## src/verilog/spmc_regs.svh

```systemverilog
// register offsets, fields, reset values and timing counts
`ifndef SPMC_REGS_SVH
`define SPMC_REGS_SVH
`define SPMC_ADDR_CORE_CTRL 6'h35
`define SPMC_ADDR_PWR_RED 6'h00
`define SPMC_ADDR_STATUS 6'h3e
`define SPMC_CORE_CTRL_RESET 8'h00
`define SPMC_PWR_RED_RESET 4'h0
`define SPMC_BIT_SLEEP_OFF 7
`define SPMC_BIT_ALLOW 5
`define SPMC_BIT_SEL_HI 4
`define SPMC_BIT_SEL_LO 3
`define SPMC_BIT_UNLOCK 2
`define SPMC_UNLOCK_WINDOW 3'h4
`define SPMC_OFF_DELAY 3'h3
`define SPMC_OFF_HOLD 3'h3
`define SPMC_HALT_EXTRA 4'h4
`define SPMC_STARTUP_CYC 16'h0010
`define SPMC_RESET_STARTUP_CYC 16'h0400
`endif

```

## src/verilog/spmc_pkg.sv

```systemverilog
// types shared by the sleep controller
package spmc_pkg;
    typedef enum logic [1:0] {
        SPMC_SEL_IDLE,
        SPMC_SEL_ADC_QUIET,
        SPMC_SEL_POWER_DOWN,
        SPMC_SEL_RESERVED
    } spmc_sel_e;
    typedef enum logic [1:0] {
        SPMC_ACTIVE,
        SPMC_SLEEP,
        SPMC_WAKE
    } spmc_state_e;
    // wake request lines from the interrupt system
    typedef struct packed {
        logic ext_zero_level;
        logic ext_zero_edge;
        logic pin_change;
        logic mem_ready;
        logic adc_done;
        logic other_io;
        logic watchdog;
    } spmc_wake_s;
    // clock gate enables toward the clock domains
    typedef struct packed {
        logic core_clock;
        logic program_memory_clock;
        logic peripheral_io_clock;
        logic converter_clock;
        logic main_osc;
    } spmc_clk_s;
endpackage : spmc_pkg

```

## src/verilog/spmc_ctrl.sv

```systemverilog
// sleep mode and power reduction controller
`include "spmc_regs.svh"

// How it works
// - idle gates core and program memory clocks
// - adc quiet also gates peripheral io clock
// - power-down stops oscillator and all clocks
// - wake holds core four cycles past startup
// - sleep never touches registers or memory
// - reset while asleep restarts from reset vector
// - idle wakes on any enabled interrupt
// - adc quiet wakes on restricted source set
// - power-down wakes on level, pin, watchdog
// - external zero wakes deep modes only level
// - enabled converter starts on idle/quiet entry
// - sleep-off at bit 7, resets zero
// - detector off after power-down entry, on at wake
// - detector-off wake uses reset startup delay
// - sleep-off writes need unlock sequence
// - unlock then write within four cycles
// - sleep-off active after three, clears later
// - reduction bit stops clock, blocks io access
// - clearing reduction bit resumes frozen state
// - per-peripheral stop matters in active/idle
// - converter enable survives every sleep mode
// - comparator off outside idle/quiet unless ref
// - fused detector stays on unless sw disabled
module spmc_ctrl (
    // clock and reset
    input wire logic sys_clk,
    input wire logic resetn,
    // register port
    input wire logic [5:0] reg_addr,
    input wire logic [7:0] reg_wdata,
    input wire logic reg_wr,
    input wire logic reg_rd,
    output logic [7:0] reg_rdata,
    // core side
    input wire logic halt_op,
    input wire logic any_reset,
    output logic core_stall,
    output logic wake_irq_go,
    output logic restart_vector,
    // wake sources, already synchronous and enable-qualified
    input wire spmc_pkg::spmc_wake_s wake_src,
    // analog and fuse status
    input wire logic converter_enabled,
    input wire logic comparator_uses_ref,
    input wire logic detector_fuse_on,
    // clock gates and controls
    output spmc_pkg::spmc_clk_s clk_en,
    output logic [3:0] periph_clk_en,
    output logic [3:0] periph_access_ok,
    output logic converter_start,
    output logic comparator_auto_off,
    output logic detector_on,
    output logic asleep
);
    import spmc_pkg::*;

    // ---------------------------------------------------------------
    // state
    // ---------------------------------------------------------------
    typedef struct packed {
        spmc_state_e st;
        logic [7:0] ctrl;
        logic [3:0] pr;
        logic [2:0] unlock_cnt;
        logic [2:0] off_cnt;
        logic off_active;
        logic det_off;
        spmc_sel_e mode;
        logic [15:0] wait_cnt;
        logic conv_start;
        logic go;
        logic vec;
        logic [7:0] rdata;
    } spmc_state_s;

    spmc_state_s s_reg;
    spmc_state_s s_next;
    logic wake_hit;
    logic sel_ok;

    // ---------------------------------------------------------------
    // wake qualification per mode
    // ---------------------------------------------------------------
    always_comb begin
        wake_hit = 1'b0;
        case (s_reg.mode)
            SPMC_SEL_IDLE: begin
                wake_hit = |wake_src;
            end
            SPMC_SEL_ADC_QUIET: begin
                // edge mode on external zero ignored here
                wake_hit = wake_src.adc_done | wake_src.mem_ready |
                           wake_src.ext_zero_level |
                           wake_src.pin_change | wake_src.watchdog;
            end
            SPMC_SEL_POWER_DOWN: begin
                wake_hit = wake_src.ext_zero_level |
                           wake_src.pin_change | wake_src.watchdog;
            end
            default: begin
                wake_hit = 1'b0;
            end
        endcase
    end

    assign sel_ok = (s_reg.ctrl[`SPMC_BIT_SEL_HI:`SPMC_BIT_SEL_LO] != 2'b11);

    // ---------------------------------------------------------------
    // next state
    // ---------------------------------------------------------------
    always_comb begin
        s_next = s_reg;
        s_next.conv_start = 1'b0;
        s_next.go = 1'b0;
        s_next.vec = 1'b0;
        s_next.rdata = 8'h00;
        // sleep-off timing: active after delay, self-clears after hold
        if (s_reg.unlock_cnt != 3'h0) begin
            s_next.unlock_cnt = s_reg.unlock_cnt - 3'h1;
        end
        if (s_reg.ctrl[`SPMC_BIT_SLEEP_OFF]) begin
            if (s_reg.off_cnt == `SPMC_OFF_DELAY + `SPMC_OFF_HOLD - 3'h1) begin
                s_next.ctrl[`SPMC_BIT_SLEEP_OFF] = 1'b0;
                s_next.off_cnt = 3'h0;
                s_next.off_active = 1'b0;
            end else begin
                s_next.off_cnt = s_reg.off_cnt + 3'h1;
                s_next.off_active =
                    (s_reg.off_cnt + 3'h1 >= `SPMC_OFF_DELAY);
            end
        end
        // register writes; registers are never touched by sleep
        if (reg_wr) begin
            if (reg_addr == `SPMC_ADDR_CORE_CTRL) begin
                s_next.ctrl[6:0] = reg_wdata[6:0];
                s_next.ctrl[`SPMC_BIT_UNLOCK] = 1'b0;
                if (reg_wdata[`SPMC_BIT_SLEEP_OFF] &&
                    reg_wdata[`SPMC_BIT_UNLOCK]) begin
                    s_next.unlock_cnt = `SPMC_UNLOCK_WINDOW;
                    s_next.ctrl[`SPMC_BIT_UNLOCK] = 1'b1;
                end else if (reg_wdata[`SPMC_BIT_SLEEP_OFF] &&
                             s_reg.unlock_cnt != 3'h0) begin
                    s_next.ctrl[`SPMC_BIT_SLEEP_OFF] = 1'b1;
                    s_next.off_cnt = 3'h0;
                    s_next.off_active = 1'b0;
                    s_next.unlock_cnt = 3'h0;
                end
            end else if (reg_addr == `SPMC_ADDR_PWR_RED) begin
                // gated clocks freeze the peripheral, state is kept
                s_next.pr = reg_wdata[3:0];
            end
        end
        if (s_reg.unlock_cnt == 3'h1 && !(reg_wr &&
            reg_addr == `SPMC_ADDR_CORE_CTRL)) begin
            s_next.ctrl[`SPMC_BIT_UNLOCK] = 1'b0;
        end
        if (reg_rd) begin
            if (reg_addr == `SPMC_ADDR_CORE_CTRL) begin
                s_next.rdata = s_reg.ctrl;
            end else if (reg_addr == `SPMC_ADDR_PWR_RED) begin
                s_next.rdata = {4'h0, s_reg.pr};
            end else if (reg_addr == `SPMC_ADDR_STATUS) begin
                s_next.rdata = {4'h0, s_reg.det_off, 1'b0, s_reg.mode};
            end else begin
                s_next.rdata = 8'h00;
            end
        end
        case (s_reg.st)
            SPMC_ACTIVE: begin
                // halt with allow clear falls through as no-op
                if (halt_op && s_reg.ctrl[`SPMC_BIT_ALLOW] && sel_ok) begin
                    s_next.st = SPMC_SLEEP;
                    s_next.mode = spmc_sel_e'(
                        s_reg.ctrl[`SPMC_BIT_SEL_HI:`SPMC_BIT_SEL_LO]);
                    s_next.det_off = s_reg.off_active && s_reg.ctrl[4:3] ==
                        2'b10;
                    s_next.conv_start = converter_enabled &&
                        !s_reg.ctrl[`SPMC_BIT_SEL_HI];
                end
            end
            SPMC_SLEEP: begin
                if (wake_hit) begin
                    s_next.st = SPMC_WAKE;
                    s_next.det_off = 1'b0;
                    s_next.wait_cnt = (s_reg.det_off ?
                        `SPMC_RESET_STARTUP_CYC : `SPMC_STARTUP_CYC) +
                        16'(`SPMC_HALT_EXTRA);
                end
            end
            SPMC_WAKE: begin
                if (s_reg.wait_cnt <= 16'h0001) begin
                    s_next.st = SPMC_ACTIVE;
                    s_next.mode = SPMC_SEL_IDLE;
                    s_next.go = 1'b1;
                end else begin
                    s_next.wait_cnt = s_reg.wait_cnt - 16'h0001;
                end
            end
            default: begin
                s_next.st = SPMC_ACTIVE;
            end
        endcase
        // any reset while sleeping wins over wake sources
        if (any_reset && s_reg.st != SPMC_ACTIVE) begin
            s_next.st = SPMC_ACTIVE;
            s_next.mode = SPMC_SEL_IDLE;
            s_next.det_off = 1'b0;
            s_next.go = 1'b0;
            s_next.vec = 1'b1;
        end
    end

    always_ff @(posedge sys_clk) begin
        if (!resetn) begin
            s_reg <= '0;
            s_reg.st <= SPMC_ACTIVE;
            s_reg.mode <= SPMC_SEL_IDLE;
            s_reg.ctrl <= `SPMC_CORE_CTRL_RESET;
            s_reg.pr <= `SPMC_PWR_RED_RESET;
        end else begin
            s_reg <= s_next;
        end
    end

    // ---------------------------------------------------------------
    // outputs
    // ---------------------------------------------------------------
    logic sleeping;
    assign sleeping = (s_reg.st == SPMC_SLEEP);
    assign asleep = sleeping;
    assign reg_rdata = s_reg.rdata;
    assign core_stall = (s_reg.st != SPMC_ACTIVE);
    assign wake_irq_go = s_reg.go;
    assign restart_vector = s_reg.vec;
    assign converter_start = s_reg.conv_start;
    always_comb begin
        clk_en.core_clock = !sleeping;
        clk_en.program_memory_clock = !sleeping;
        clk_en.peripheral_io_clock = !(sleeping &&
            s_reg.mode != SPMC_SEL_IDLE);
        clk_en.converter_clock = !(sleeping &&
            s_reg.mode == SPMC_SEL_POWER_DOWN);
        clk_en.main_osc = clk_en.converter_clock;
    end
    // reduction bits gate the clock only where the io clock still runs
    assign periph_clk_en = ~s_reg.pr &
        {4{clk_en.peripheral_io_clock}};
    assign periph_access_ok = ~s_reg.pr;
    // converter enable is software owned; sleep never clears it
    assign comparator_auto_off = sleeping && !comparator_uses_ref &&
        s_reg.mode == SPMC_SEL_POWER_DOWN;
    assign detector_on = detector_fuse_on && !s_reg.det_off;
endmodule : spmc_ctrl

```

## config.mk

```make
export PLATFORM = sky130hd
export DESIGN_NAME = spmc_ctrl
export DESIGN_NICKNAME = d
export VERILOG_FILES = /design/src/verilog/spmc_pkg.sv /design/src/verilog/spmc_ctrl.sv
export VERILOG_INCLUDE_DIRS = /design/src /design/src/verilog
export SDC_FILE = /design/constraint.sdc
export NUM_CORES = 1
export LEC_CHECK = 0
export BUFFER_PORTS_ARGS = -buffer_cell sky130_fd_sc_hd__clkbuf_2
export CAP_MARGIN = 10
export CORE_UTILIZATION = 54
export DETAILED_ROUTE_END_ITERATION = 16
export HOLD_SLACK_MARGIN = 0.03
export MAX_ROUTING_LAYER = met4
export PLACE_DENSITY = 0.87
export SKIP_CTS_REPAIR_TIMING = 1
export SLEW_MARGIN = 15
export SYNTH_ARGS = -nofsm -noshare
export SYNTH_HDL_FRONTEND = slang
export SYNTH_SLANG_ARGS = --single-unit
```

## constraint.sdc

```tcl
create_clock -name sys_clk -period 1.93 [get_ports sys_clk]
set_input_delay 0.0965 -clock sys_clk [delete_from_list [all_inputs] [get_ports sys_clk]]
set_output_delay 0.0965 -clock sys_clk [all_outputs]
set_load 0.01 [all_outputs]
```

==> key figures <==
Routing
  – Iteration-0 DRC Markers: 183
  – Final wirelength: 6350 um
  – First-pass DRT Iterations: 5
  – Via density: 5.63
  – Number of remaining DRC errors: 0
  – Met2 wire length: 3110 um
  – Antenna-violating nets left: 0
  – Highest routed layer: met4
  – Via count: 2555
  – Wirelength per Cell: 14.0 um
  – Met1 wire length: 2660 um
  – WL met3: 398 um

Synthesis
  – Distinct cell type count after synthesis: 55
  – Main combinational cell family by area after synthesis: simple AND/OR/NAND/NOR gates
  – Register area share after synthesis: 38.0%
  – YS warnings: 0
  – Synth Area in Adders: 5.12%
  – Mean post-synth cell area: 8.24 um^2
  – Gate Count Post-Synth: 326
  – Net Count, Synth: 367
  – Main synth FF type: dfxtp_1
  – Ys async rst share: 0%
  – Register bit count reported by yosys: 51
  – EDFF count, synth: 0
  – Simple-Gate Fraction of Synth Area: 30.1%
  – Synth Area in Compound Gates: 16.9%
  – Xor/xnor share of the synthesized area: 0.326%
  – Cell area after synthesis: 2690 um^2
  – Mux contribution to synthesized area: 2.28%

Power
  – Peak supply drop: 0.410 mV
  – Leakage: 1.35 nW
  – PD cells: 638 nW/um^2

Global routing
  – Total Routing Usage GR: 24.6%
  – Largest net degree at the start of global routing: 24
  – Vias in the first global route: 2297
  – First-pass GRT wire length: 9870 um
  – Antenna violations before repair: 0
  – Grt ovf: 0

STA
  – Slew @ Worst Pin: 0.406 ns
  – Hold Vio Cnt, Final: 0
  – Setup TNS: 0 ns
  – Period utilization: 95.5%
  – Pins Over Slew Limit: 0
  – Peak Freq: 543 MHz
  – RSZ-0062 raised after global routing: no
  – Final setup viols: 0
  – Fin Clk Skew: 0.00999 ns
  – Final Worst Setup Slack: 0.0873 ns
  – Rel. slew slack: 72.8%
  – Final Hold Slack: 0.0302 ns
  – Fin crit period: 1.84 ns

Flow run
  – Max_cap viols: 0

Finish
  – Finished Layout Cells: 454
  – Commonest cells after routing, fill and taps aside: clkbuf_2 (57), dfxtp_1 (48), nand2_1 (42), nor2_1 (34), a21oi_1 (33)
  – Area Overhead vs Synth: 19.5%
  – Max FFs per register: 40
  – Layout cells sized above 1: 25.6%
  – Layout Nets: 427
  – Number of fill cells: 391
  – Reg area: 1020 um^2
  – Commonest non-fill, non-tap cell in the layout: clkbuf_2
  – Area occupied by multi-input gates: 1490 um^2
  – Design area: 3210 um^2
  – Antenna Cells: 0

Floorplan
  – Initial Utilization: 56.5%
  – Die height: 72.5 um
  – Full die area: 5260 um^2
  – IO Count: 58
  – Row cnt: 25
  – Core box area: 4750 um^2
  – Die W: 72.5 um

Clock network
  – Num CTS Buffers: 5
  – Clk slew on worst S/H paths: 0.10 ns
  – CTS HTree Levels: 2
  – Clk sink count: 51
  – TritonCTS clock tree: done
  – Latest clock arrival within the worst-skew pair: 0.31 ns
  – CTS Buffer Depth: 2
  – Root Buffer Master: clkbuf_8

Placed design
  – GPL Wtd Cong: 0.927
  – # port buffers: 57
  – Hpwl dp: 4540 um
  – Cell Area, Placed: 3040 um^2
  – Pre-CTS setup slack: 0.00540 ns
  – # placed instances: 442

Critical path
  – Worst setup EP type: flop
  – Worst path cell trace: inv_1 -> ha_1 -> nor2b_1 -> o211ai_1 -> buf_4 -> a21o_1 -> a2111o_1 -> nand2_1
  – CP required: 2.18 ns
  – Crit Path Class: flop to flop
  – Worst Path Max Fanout: 5
  – Crit path DAT: 2.10 ns
  – Bufs and invs on worst path: 2
  – Max stage delay on crit path: 0.40 ns
  – CP startpoint kind: flop
  – CP max-delay cell: a2111o_1
  – Delay-heaviest family, CP: compound AO/OA/AOI/OAI gates

Outcome
  – Status: complete, no violations

Hold path
  – Tightest Hold Check Type: primary input to flop
==> worst min-delay path: cells and delay by family <==
| kind | cells | cell delay [ns] |
|---|---|---|
| AND/OR/NAND/NOR | 1 | 0.06 |
| buffers and inverters | 1 | 0.09 |
| AO/OA/AOI/OAI | 1 | 0.05 |
==> cell families after synthesis <==
family | after synthesis
multiplexers | 6
flip-flops | 51
AO/OA/AOI/OAI | 69
AND/OR/NAND/NOR | 150
buffers and inverters | 38
adder cells (fa/ha/maj) | 11
XOR/XNOR | 1
==> report_power, final <==
group          switching [W]  total [W]  leakage (nW)  internal [W]
sequential         0.0000122    0.00108         0.413       0.00107
combinational       0.000119   0.000208         0.880     0.0000891
clock               0.000371   0.000762        0.0548      0.000391
total               0.000502    0.00205          1.35       0.00155
==> through the flow <==
stage,util [%],power [W]
after global placement,63.8,0.00129
after CTS,66.3,0.00205
after global routing,67.5,0.00214
final,67.5,0.00205
after detailed placement,63.8,0.00130
after floorplan,-,0.00122
==> synthesized netlist by cell type, drive strengths merged, types with 2 or more instances <==
cell	number	area share [%]
a2111o	3	1.3
o2111ai	5	1.6
or4	2	0.56
buf	14	3.9
nor2b	3	0.70
o31ai	3	1.0
a22oi	5	1.4
clkbuf	7	0.98
nand4b	2	0.65
a31oi	2	0.47
nand3	24	4.8
a21o	3	0.88
or3	6	1.6
a21oi	35	6.8
nor3	9	2.3
mux2i	5	1.9
nand4	2	0.47
inv	17	2.4
and2	2	0.47
nand2b	8	2.1
o32ai	2	0.65
dfxtp	51	38
ha	11	5.1
nor2	35	5.0
and3	6	1.4
and4b	2	0.75
o21ai	4	0.75
nand2	42	5.9
nor4	2	1.3
==> final cells by class <==
| type | instances | area share [%] |
|---|---|---|
| Multi-Input combinational cell | 237 | 46.3 |
| Sequential cell | 51 | 31.9 |
| Timing Repair Buffer | 74 | 13.6 |
| Tap cell | 67 | 2.61 |
| Clock buffer | 5 | 2.14 |
| Inverter | 17 | 1.99 |
| Clock inverter | 3 | 1.44 |
==> per-layer routing <==
metal / GRT usage, % / up-vias
li1: - / 1257
met1: 28.9 / 1169
met2: 41.0 / 106
met3: 4.86 / 23
met4: 10.0 / 0
met5: - / -
==> final timing paths <==
check	depth (start not counted)	end	from	slack [ns]
min	3	s_reg[38]	reg_wdata[1]	0.03
max	8	s_reg[14]	s_reg[28]	0.09
max reg2reg	8	s_reg[14]	s_reg[28]	0.09
min reg2reg	2	s_reg[47]	s_reg[47]	0.48
(Power assumes the default switching activity.)
